[config.mk]
export PLATFORM = sky130hd
export DESIGN_NAME = gcs_cmd_status
export DESIGN_NICKNAME = d
export VERILOG_FILES = /design/src/pkg/gcs_pkg.sv /design/src/hw/gcs_cmd_status.sv
export SDC_FILE = /design/constraint.sdc
export NUM_CORES = 2
export LEC_CHECK = 0
export ABC_AREA = 1
export BUFFER_PORTS_ARGS = -buffer_cell sky130_fd_sc_hd__buf_2
export CORE_MARGIN = 1.5
export CORE_UTILIZATION = 60
export CTS_CLUSTER_DIAMETER = 120
export DETAILED_ROUTE_END_ITERATION = 7
export PLACE_DENSITY = 0.78
export SLEW_MARGIN = 0
export SYNTH_ARGS = -nofsm -noshare
export SYNTH_HDL_FRONTEND = slang
export SYNTH_SLANG_ARGS = --single-unit
[constraint.sdc]
create_clock -name clock -period 42.2 [get_ports clock]
set_input_delay 6.33 -clock clock [delete_from_list [all_inputs] [get_ports clock]]
set_output_delay 6.33 -clock clock [all_outputs]
set_load 0.005 [all_outputs]
[src/pkg/gcs_pkg.sv]
// Constants, types and helpers shared by the command and status logic.
// Assumes a single 10 MHz clock domain and an APB register port.
`default_nettype none
package gcs_pkg;
  // ----------------------------------------------------------------
  // Register map and fields
  // ----------------------------------------------------------------
  localparam logic [7:0] OFF_CTRL  = 8'h00;
  localparam logic [7:0] OFF_STAT  = 8'h04;
  localparam logic [7:0] OFF_CDLY  = 8'h08;
  localparam logic [7:0] OFF_SPOLL = 8'h0c;
  localparam int CTRL_EMUL = 0;
  localparam int CTRL_TRIG = 1;
  localparam int CTRL_LOG  = 2;
  localparam logic [2:0] CTRL_RST = 3'h6;
  localparam int ST_SRQEN = 0;
  localparam int ST_SRQ   = 1;
  localparam int ST_LOCK  = 2;
  localparam int ST_ORDY  = 3;
  localparam int ST_CNT   = 8;
  localparam int ST_HEAD  = 16;
  // ----------------------------------------------------------------
  // Characters, command classes and status codes
  // ----------------------------------------------------------------
  localparam logic [7:0] CH_CR = 8'h0d;
  localparam logic [7:0] CH_LF = 8'h0a;
  localparam logic [7:0] CH_QM = 8'h3f;
  localparam logic [7:0] CH_LT = 8'h3c;
  localparam logic [7:0] CH_GT = 8'h3e;
  localparam logic [7:0] CH_0  = 8'h30;
  localparam logic [7:0] CH_9  = 8'h39;
  localparam int CLS_W = 4;
  localparam int ARG_W = 20;
  localparam logic [3:0] CLS_UPDATE = 4'h1;
  localparam logic [3:0] CLS_SRQ    = 4'h2;
  localparam logic [3:0] CLS_QUERY  = 4'h3;
  localparam logic [3:0] CLS_CDLY   = 4'h4;
  localparam logic [5:0] CODE_NONE   = 6'h00;
  localparam logic [5:0] CODE_OUTRDY = 6'h01;
  localparam logic [5:0] CODE_AUTO   = 6'h1b;
  localparam logic [5:0] CODE_SW     = 6'h20;
  localparam logic [5:0] CODE_DET    = 6'h21;
  localparam logic [5:0] CODE_OVER   = 6'h22;
  localparam logic [5:0] CODE_UNDER  = 6'h23;
  localparam int SPB_RQS = 6;
  localparam int EV_SW = 0;
  localparam int EV_DET = 1;
  localparam int EV_OVER = 2;
  localparam int EV_UNDER = 3;
  localparam int EV_AUTO = 4;
  localparam int EV_N = 5;
  // ----------------------------------------------------------------
  // Emulation scaling and data markers
  // ----------------------------------------------------------------
  localparam logic [9:0]  EMU_BASE  = 10'h00a;
  localparam logic [1:0]  EMU_MAXD  = 2'h3;
  localparam logic [19:0] LT_NS     = 20'h0000a;
  localparam logic [19:0] GT_NS     = 20'h00064;
  localparam logic [19:0] LOG_MARK  = 20'he7961;
  localparam logic [7:0]  LOG_EXP   = 8'h00;
  localparam logic [19:0] LIN_MANT  = 20'h00000;
  localparam logic [7:0]  LIN_EXP   = 8'h9d;

  typedef enum logic [1:0] {
    EM_START = 2'b00,
    EM_DIG   = 2'b01,
    EM_SKIP  = 2'b10
  } gcs_em_t;

  function automatic logic [5:0] gcs_ev_code(input int idx);
    unique case (idx)
      EV_SW:    return CODE_SW;
      EV_DET:   return CODE_DET;
      EV_OVER:  return CODE_OVER;
      EV_UNDER: return CODE_UNDER;
      default:  return CODE_AUTO;
    endcase
  endfunction
endpackage
`default_nettype wire

[src/hw/gcs_cmd_status.sv]
// Command line holding, emulation parser, status queue and serial poll.
// Assumes decoded commands and raw bus characters arrive synchronously.
`timescale 1ns/1ps
`default_nettype none
module gcs_cmd_status
  import gcs_pkg::*;
#(
  parameter int QDEPTH = 16
) (
  input  wire logic             clock,
  input  wire logic             reset,
  input  wire logic             psel,
  input  wire logic             penable,
  input  wire logic             pwrite,
  input  wire logic [7:0]       paddr,
  input  wire logic [31:0]      pwdata,
  output logic      [31:0]      prdata,
  output logic                  pready,
  output logic                  pslverr,
  input  wire logic             rx_valid,
  input  wire logic [7:0]       rx_data,
  input  wire logic             cmd_valid,
  input  wire logic [CLS_W-1:0] cmd_class,
  input  wire logic [ARG_W-1:0] cmd_arg,
  input  wire logic             ren,
  input  wire logic             spoll_rd,
  input  wire logic             data_rd,
  input  wire logic             sw_changed,
  input  wire logic             det_change,
  input  wire logic             recal_done,
  input  wire logic             det_restored,
  input  wire logic             over_range,
  input  wire logic             under_range,
  input  wire logic             collecting,
  input  wire logic             autoscale_done,
  input  wire logic             output_ready,
  input  wire logic [19:0]      meas_mant,
  input  wire logic [7:0]       meas_exp,
  output logic                  exec_valid,
  output logic      [CLS_W-1:0] exec_class,
  output logic      [ARG_W-1:0] exec_arg,
  output logic                  srq,
  output logic      [7:0]       spoll_byte,
  output logic                  talk_valid,
  output logic      [7:0]       talk_byte,
  output logic                  bus_locked,
  output logic                  ur_display,
  output logic      [19:0]      out_mant,
  output logic      [7:0]       out_exp
);
  localparam int NCLS = 1 << CLS_W;
  localparam logic [4:0] QFULL = 5'(QDEPTH);

  logic [2:0]       ctrl_r;
  logic             srq_en_r, lock_r, boot_r, ren_q_r, ur_q_r, last_cr_r;
  logic [NCLS-1:0]  pend_v_r, run_v_r, pv_nxt;
  logic [ARG_W-1:0] pend_arg_r [NCLS];
  logic [ARG_W-1:0] run_arg_r  [NCLS];
  logic [ARG_W-1:0] pa_nxt     [NCLS];
  logic             walk_r, term_hold_r;
  logic [CLS_W-1:0] widx_r;
  gcs_em_t          em_r;
  logic [1:0]       ndig_r;
  logic [9:0]       acc_r;
  logic             gt_r, emok_r;
  logic [CLS_W-1:0] emcls_r;
  logic [ARG_W-1:0] cdly_r;
  logic [5:0]       q_r [QDEPTH];
  logic [3:0]       wptr_r, rptr_r;
  logic [4:0]       cnt_r;
  logic [EV_N-1:0]  ev_pend_r, ev_in;
  logic             outrdy_r;
  logic [5:0]       cur_cond_r, head;

  wire emul      = ctrl_r[CTRL_EMUL];
  wire rx_take   = rx_valid && !lock_r;
  wire is_lf     = rx_take && (rx_data == CH_LF);
  wire line_end  = is_lf && (emul || last_cr_r);
  wire commit    = (line_end || term_hold_r) && !walk_r;
  wire emu_valid = emok_r || (em_r == EM_DIG && ndig_r != 2'h0);
  wire emu_wr    = line_end && emul && emu_valid;
  wire nat_wr    = cmd_valid && !lock_r && !emul;
  wire wr_v      = nat_wr || emu_wr;
  wire ren_fall  = ren_q_r && !ren;
  wire ur_rise   = under_range && !ur_q_r;
  wire pop       = spoll_rd && cnt_r != 5'h00;
  wire [CLS_W-1:0] wr_cls = emu_wr ? emcls_r : cmd_class;
  wire [ARG_W-1:0] emu_arg = (emcls_r == CLS_UPDATE) ? ARG_W'(0) :
                             ARG_W'(acc_r) * (gt_r ? GT_NS : LT_NS);
  wire [ARG_W-1:0] wr_arg = emu_wr ? emu_arg : cmd_arg;
  wire [3:0]       dig    = 4'(rx_data - CH_0);
  wire             is_dig = rx_data >= CH_0 && rx_data <= CH_9;

  // ----------------------------------------------------------------
  // Line holding table
  // ----------------------------------------------------------------
  // later overrides
  always_comb begin
    pv_nxt = pend_v_r;
    pa_nxt = pend_arg_r;
    if (wr_v) begin
      pv_nxt[wr_cls] = 1'b1;
      pa_nxt[wr_cls] = wr_arg;
    end
  end

  always_ff @(posedge clock or posedge reset) begin
    if (reset) begin
      pend_v_r <= '0;
      run_v_r  <= '0;
      for (int i = 0; i < NCLS; i++) begin
        pend_arg_r[i] <= '0;
        run_arg_r[i]  <= '0;
      end
    end else if (commit) begin
      pend_v_r  <= '0;
      run_v_r   <= pv_nxt;
      run_arg_r <= pa_nxt;
    end else begin
      pend_v_r   <= pv_nxt;
      pend_arg_r <= pa_nxt;
    end
  end

  always_ff @(posedge clock or posedge reset) begin
    if (reset) begin
      last_cr_r   <= 1'b0;
      term_hold_r <= 1'b0;
    end else begin
      if (rx_take) begin
        last_cr_r <= (rx_data == CH_CR);
      end
      term_hold_r <= line_end && walk_r ? 1'b1 : (commit ? 1'b0 : term_hold_r);
    end
  end

  // ----------------------------------------------------------------
  // Execution walk over the committed table
  // ----------------------------------------------------------------
  always_ff @(posedge clock or posedge reset) begin
    if (reset) begin
      walk_r     <= 1'b0;
      widx_r     <= '0;
      exec_valid <= 1'b0;
      exec_class <= '0;
      exec_arg   <= '0;
    end else begin
      exec_valid <= walk_r && run_v_r[widx_r];
      exec_class <= widx_r;
      exec_arg   <= run_arg_r[widx_r];
      if (commit) begin
        walk_r <= 1'b1;
        widx_r <= '0;
      end else if (walk_r) begin
        widx_r <= widx_r + 1'b1;
        walk_r <= widx_r != CLS_W'(NCLS - 1);
      end
    end
  end

  always_ff @(posedge clock or posedge reset) begin
    if (reset) begin
      srq_en_r <= 1'b1;
      cdly_r   <= '0;
    end else if (exec_valid && exec_class == CLS_SRQ) begin
      srq_en_r <= exec_arg[0];
    end else if (exec_valid && exec_class == CLS_CDLY) begin
      cdly_r <= exec_arg;
    end
  end

  always_ff @(posedge clock or posedge reset) begin
    if (reset) begin
      talk_valid <= 1'b0;
      talk_byte  <= 8'h00;
    end else begin
      talk_valid <= exec_valid && exec_class == CLS_QUERY;
      if (exec_valid && exec_class == CLS_QUERY) begin
        talk_byte <= {2'b00, cur_cond_r};
      end
    end
  end

  // ----------------------------------------------------------------
  // Emulation string parser
  // ----------------------------------------------------------------
  // first command only
  always_ff @(posedge clock or posedge reset) begin
    if (reset) begin
      em_r    <= EM_START;
      ndig_r  <= 2'h0;
      acc_r   <= 10'h000;
      gt_r    <= 1'b0;
      emok_r  <= 1'b0;
      emcls_r <= CLS_UPDATE;
    end else if (rx_take && emul) begin
      if (rx_data == CH_LF) begin
        em_r   <= EM_START;
        emok_r <= 1'b0;
      end else begin
        unique case (em_r)
          EM_START: begin
            if (rx_data == CH_QM) begin
              emcls_r <= CLS_UPDATE;
              emok_r  <= 1'b1;
              em_r    <= EM_SKIP;
            end else if (rx_data == CH_LT || rx_data == CH_GT) begin
              emcls_r <= CLS_CDLY;
              gt_r    <= rx_data == CH_GT;
              acc_r   <= 10'h000;
              ndig_r  <= 2'h0;
              em_r    <= EM_DIG;
            end else if (rx_data != CH_CR) begin
              em_r <= EM_SKIP;
            end
          end
          EM_DIG: begin
            if (is_dig && ndig_r != EMU_MAXD) begin
              acc_r  <= 10'(acc_r * EMU_BASE + 10'(dig));
              ndig_r <= ndig_r + 1'b1;
            end else begin
              emok_r <= ndig_r != 2'h0;
              em_r   <= EM_SKIP;
            end
          end
          EM_SKIP: begin
            em_r <= EM_SKIP;
          end
          default: em_r <= EM_SKIP;
        endcase
      end
    end
  end

  // ----------------------------------------------------------------
  // Condition detection
  // ----------------------------------------------------------------
  always_ff @(posedge clock or posedge reset) begin
    if (reset) begin
      boot_r  <= 1'b0;
      ren_q_r <= 1'b0;
      ur_q_r  <= 1'b0;
    end else begin
      boot_r  <= 1'b1;
      ren_q_r <= ren;
      ur_q_r  <= under_range;
    end
  end

  always_comb begin
    ev_in           = '0;
    ev_in[EV_SW]    = !boot_r && sw_changed;
    ev_in[EV_DET]   = det_change;
    ev_in[EV_OVER]  = over_range;
    ev_in[EV_UNDER] = ur_rise && collecting;
    ev_in[EV_AUTO]  = autoscale_done;
  end

  always_ff @(posedge clock or posedge reset) begin
    if (reset) begin
      lock_r <= 1'b0;
    end else if (det_change) begin
      lock_r <= 1'b1;
    end else if (recal_done || det_restored) begin
      lock_r <= 1'b0;
    end
  end

  always_ff @(posedge clock or posedge reset) begin
    if (reset) begin
      ur_display <= 1'b0;
    end else begin
      ur_display <= under_range;
    end
  end

  always_ff @(posedge clock or posedge reset) begin
    if (reset) begin
      out_mant <= 20'h00000;
      out_exp  <= 8'h00;
    end else if (under_range) begin
      out_mant <= ctrl_r[CTRL_LOG] ? LOG_MARK : LIN_MANT;
      out_exp  <= ctrl_r[CTRL_LOG] ? LOG_EXP : LIN_EXP;
    end else begin
      out_mant <= meas_mant;
      out_exp  <= meas_exp;
    end
  end

  // ----------------------------------------------------------------
  // Status queue
  // ----------------------------------------------------------------
  logic       pick_v;
  logic [2:0] pick_i;
  always_comb begin
    pick_v = 1'b0;
    pick_i = 3'h0;
    for (int i = EV_N - 1; i >= 0; i--) begin
      if (ev_pend_r[i]) begin
        pick_v = 1'b1;
        pick_i = 3'(i);
      end
    end
  end
  wire push = pick_v && srq_en_r && cnt_r != QFULL && !ren_fall;

  genvar g;
  generate
    for (g = 0; g < EV_N; g++) begin : g_ev
      always_ff @(posedge clock or posedge reset) begin
        if (reset) begin
          ev_pend_r[g] <= 1'b0;
        end else begin
          ev_pend_r[g] <= ev_in[g] || (ev_pend_r[g] && srq_en_r && !ren_fall &&
                          !(push && pick_i == 3'(g)));
        end
      end
    end
  endgenerate

  always_ff @(posedge clock or posedge reset) begin
    if (reset) begin
      wptr_r <= 4'h0;
      rptr_r <= 4'h0;
      cnt_r  <= 5'h00;
      for (int i = 0; i < QDEPTH; i++) begin
        q_r[i] <= CODE_NONE;
      end
    end else if (ren_fall) begin
      wptr_r <= 4'h0;
      rptr_r <= 4'h0;
      cnt_r  <= 5'h00;
    end else begin
      if (push) begin
        q_r[wptr_r] <= gcs_ev_code(int'(pick_i));
        wptr_r      <= wptr_r + 1'b1;
      end
      if (pop) begin
        rptr_r <= rptr_r + 1'b1;
      end
      cnt_r <= cnt_r + 5'(push) - 5'(pop);
    end
  end

  always_ff @(posedge clock or posedge reset) begin
    if (reset) begin
      outrdy_r <= 1'b0;
    end else if (output_ready && srq_en_r) begin
      outrdy_r <= 1'b1;
    end else if (data_rd || ren_fall || (spoll_rd && head == CODE_OUTRDY)) begin
      outrdy_r <= 1'b0;
    end
  end

  always_ff @(posedge clock or posedge reset) begin
    if (reset) begin
      cur_cond_r <= CODE_NONE;
    end else if (pick_v) begin
      cur_cond_r <= gcs_ev_code(int'(pick_i));
    end else if (output_ready) begin
      cur_cond_r <= CODE_OUTRDY;
    end else if (ren_fall || talk_valid) begin
      cur_cond_r <= CODE_NONE;
    end
  end

  // queued codes first
  // Output-ready stays hidden while an event is still on its way into the queue.
  assign head = cnt_r != 5'h00 ? q_r[rptr_r] :
                ((outrdy_r && !pick_v) ? CODE_OUTRDY : CODE_NONE);

  always_ff @(posedge clock or posedge reset) begin
    if (reset) begin
      srq        <= 1'b0;
      spoll_byte <= 8'h00;
    end else begin
      srq        <= srq_en_r && head != CODE_NONE;
      spoll_byte <= {1'b0, srq_en_r && head != CODE_NONE, head};
    end
  end

  assign bus_locked = lock_r;

  // ----------------------------------------------------------------
  // APB slave
  // ----------------------------------------------------------------
  wire apb_setup = psel && !penable && !pready;
  wire apb_wr    = psel && penable && pready && pwrite;

  always_ff @(posedge clock or posedge reset) begin
    if (reset) begin
      pready  <= 1'b0;
      pslverr <= 1'b0;
      prdata  <= 32'h00000000;
    end else begin
      pready  <= apb_setup;
      pslverr <= 1'b0;
      prdata  <= 32'h00000000;
      if (apb_setup) begin
        unique case (paddr)
          OFF_CTRL:  prdata <= 32'(ctrl_r);
          OFF_STAT: begin
            prdata[ST_SRQEN]          <= srq_en_r;
            prdata[ST_SRQ]            <= srq;
            prdata[ST_LOCK]           <= lock_r;
            prdata[ST_ORDY]           <= outrdy_r;
            prdata[ST_CNT +: 5]       <= cnt_r;
            prdata[ST_HEAD +: 6]      <= head;
          end
          OFF_CDLY:  prdata <= 32'(cdly_r);
          OFF_SPOLL: prdata <= 32'(spoll_byte);
          default:   pslverr <= 1'b1;
        endcase
      end
    end
  end

  always_ff @(posedge clock or posedge reset) begin
    if (reset) begin
      ctrl_r <= CTRL_RST;
    end else if (apb_wr && paddr == OFF_CTRL) begin
      ctrl_r <= pwdata[2:0];
    end
  end
endmodule // gcs_cmd_status
`default_nettype wire

==> impl_metrics.json <==
{
  "htree_levels": 3,
  "port_buffers": 181,
  "tightestPinTransition_ns": 1.18,
  "max_freq_ghz": 0.0945,
  "worstPathBufferInverterCount": 7,
  "crit_arrival_ns": 11.09,
  "cp.required_ns": 42.71,
  "overflow": 0,
  "yosys_warnings": 0,
  "synth_edf_count": 0,
  "period_needed_ns": 10.58,
  "hold_buffers": 0,
  "worst_path_largest_cell_delay_ns": 0.95,
  "clk_pin_slew_worst_paths_ns": 0.06,
  "final.setup.tns_ns": 0,
  "fin_skew_ns": 0.0226,
  "cts_sinks": 899,
  "cp_max_fo": 232,
  "firstDrtPassIters": 7,
  "netlist_area_um2": 44300,
  "r2r_start": "ctrl_r[0]",
  "ys_async_sr_fraction": 1.00,
  "die_height_um": 275,
  "crit_start": "rx_data[2]",
  "post_cts_resized": 0,
  "fin_nets": 5928,
  "grt_util_all_layers": 0.333,
  "drc": 0,
  "via_count": 39008,
  "start_util": 0.607,
  "syn_inst": 5715,
  "cpMostUsedCell": "buf_4",
  "grt_pass1_vias": 36552,
  "syn_to_final_growth_pct": 9.93,
  "worstHoldPathCells": 1,
  "hold_viol": 0,
  "status": "completed",
  "final.setup.worst_slack_ns": 31.62,
  "relSlewSlack": 0.214,
  "coreArea_um2": 73000,
  "synth_seq_cells": 899,
  "pre_cts_slack_ns": 31.05,
  "ir_worst_vdd_mv": 0.0322,
  "grt_max_degree": 233,
  "crit_path_cell_trace": "buf_2 -> inv_1 -> nand2_1 -> nor2_2 -> nand3_2 -> nand2_1 -> inv_1 -> nor2_4 -> buf_4 -> buf_12 -> buf_4 -> buf_4 -> nor2_1 -> o21bai_1",
  "dieArea_um2": 75400,
  "wire_per_inst_um": 18.5,
  "final_antenna_net_count": 0,
  "drv_cap": 0,
  "numCtsBuffers": 94,
  "drt_iter0_drc": 4727,
  "dieWidth_um": 275,
  "ctsLongestPathBuffers": 3,
  "whs_ns": 0.419,
  "rows": 99,
  "root_buffer": "clkbuf_16",
  "power.density_nw_per_um2": 42.1,
  "wl_um": 125000,
  "hold_path.startpoint": "boot_r",
  "clock_latency_ns": 0.66,
  "drv_slew": 0,
  "layout_common_cells": "nand2_1, dfrtp_1, nand3_1, inv_1, o21ai_0",
  "io_pins": 226,
  "crit_slowest_cell": "buf_4",
  "antenna_found_initial": 2,
  "post-cts-setup-buffers": 0,
  "period_share": 0.251,
  "ys_seq_area_frac": 0.508,
  "via_per_inst": 5.78,
  "start_kind": "primary input",
  "post-route-util": 0.667,
  "min_path_type": "reg -> reg",
  "num_antenna_cells": 0,
  "end_kind": "flop",
  "place_inst": 6581,
  "crit_cells": 14,
  "p_leak_nw": 26.1,
  "fin_cells": 6751,
  "yosysUniqueCellTypes": 52,
  "crit_type": "in -> reg",
  "final_common_cell": "nand2_1",
  "gp_congestion": 0.934,
  "synth-main-ff-cell": "dfrtp_1",
  "drive_gt1_frac": 0.0784,
  "grt_setup_unrepaired": "false",
  "grt_first_pass_wirelength_um": 198000,
  "place_hpwl_um": 76000,
  "reg2reg_depth": 12,
  "setup_viol": 0,
  "path_delay_family": "buffers and inverters",
  "avgSynthCellArea_um2": 7.75,
  "cts_tree": "built"
}
-- worst register-to-register path, delay by kind of cell (launching register included) --
family | cells | cell delay, ns
buffers and inverters | 5 | 3.33
flip-flops | 1 | 0.75
AO/OA/AOI/OAI | 1 | 0.19
AND/OR/NAND/NOR | 6 | 1.07
-- flip-flops by register name, summed over array words and instances, names as in the netlist, 5 cells and up --
signal      cells
cnt_r           5
pend_v_r       16
pend_arg_r    320
ev_pend_r       5
run_v_r        16
out_exp         8
out_mant       20
prdata         22
acc_r          10
spoll_byte      5
exec_arg       20
q_r            64
run_arg_r     320
cdly_r         20
-- metal layers --
| layer | vias to the layer above | track usage | wire [µm] |
|---|---|---|---|
| met5 | - | 0 | 0 |
| met4 | 0 | 0.149 | 5390 |
| met3 | 308 | 0.0615 | 11700 |
| met2 | 1742 | 0.522 | 57200 |
| met1 | 18677 | 0.454 | 50900 |
| li1 | 18281 | - | - |
-- layout make-up --
class	instances	area, µm²
Tap cell	959	1200
Multi-Input combinational cell	3965	18400
Timing Repair Buffer	245	1420
Sequential cell	899	22500
Clock buffer	135	2710
Inverter	513	1940
Clock inverter	35	450
Fill cell	5996	24300
-- synthesized netlist by cell type (7+ instances only) --
cell / count / area, µm²
o21ai_0: 415 / 2080
nand3b_1: 8 / 60.1
buf_4: 24 / 180
inv_1: 502 / 1880
nor2_2: 11 / 68.8
xor2_1: 8 / 70.1
o21bai_1: 47 / 353
o221ai_1: 42 / 368
nand2_2: 7 / 43.8
a31oi_1: 7 / 43.8
nand3_1: 638 / 3190
nand4_1: 17 / 106
nor2_1: 329 / 1230
clkbuf_1: 232 / 871
ha_1: 74 / 926
fa_1: 17 / 340
buf_1: 24 / 90.1
nand2_1: 2024 / 7600
o22ai_1: 42 / 263
o21ai_1: 14 / 70.1
buf_2: 72 / 360
nor3_1: 8 / 40.0
dfrtp_1: 895 / 22400
inv_2: 7 / 26.3
o211ai_1: 55 / 413
a21oi_1: 151 / 756
-- per-stage QoR --
stage	total power [mW]	instance area, µm²
floorplan	1.10	44300
global placement	1.20	45500
detailed placement	1.21	45500
CTS	2.05	48700
global route	2.12	48700
finish	2.05	48700
-- worst paths after layout --
check	endpoint	slack (ns)
setup / recovery	run_arg_r[104]	31.62
hold / removal	ev_pend_r[0]	0.42
setup reg to reg	run_arg_r[104]	36.72
hold reg to reg	ev_pend_r[0]	0.42
max in group asynchronous	pend_arg_r[313]	33.73
min in group asynchronous	acc_r[9]	5.76
-- report_power, final --
group	switching [mW]	internal, mW
logic	0.205	0.0818
clock network	0.352	0.496
registers	0.0265	0.887
-- kinds of logic (layout without fill, tap and decap cells) --
group	count (synthesis)	after routing	share of synthesized area
compound gates	786	786	0.101
fa+ha+maj	91	91	0.0286
other cells	2	18	0.000170
flops	899	899	0.508
mux	3	3	0.000735
simple gates	3055	3055	0.281
xor+xnor	12	12	0.00237
buf+inv	867	928	0.0779
Note: power is estimated with default switching activity, not from simulation.
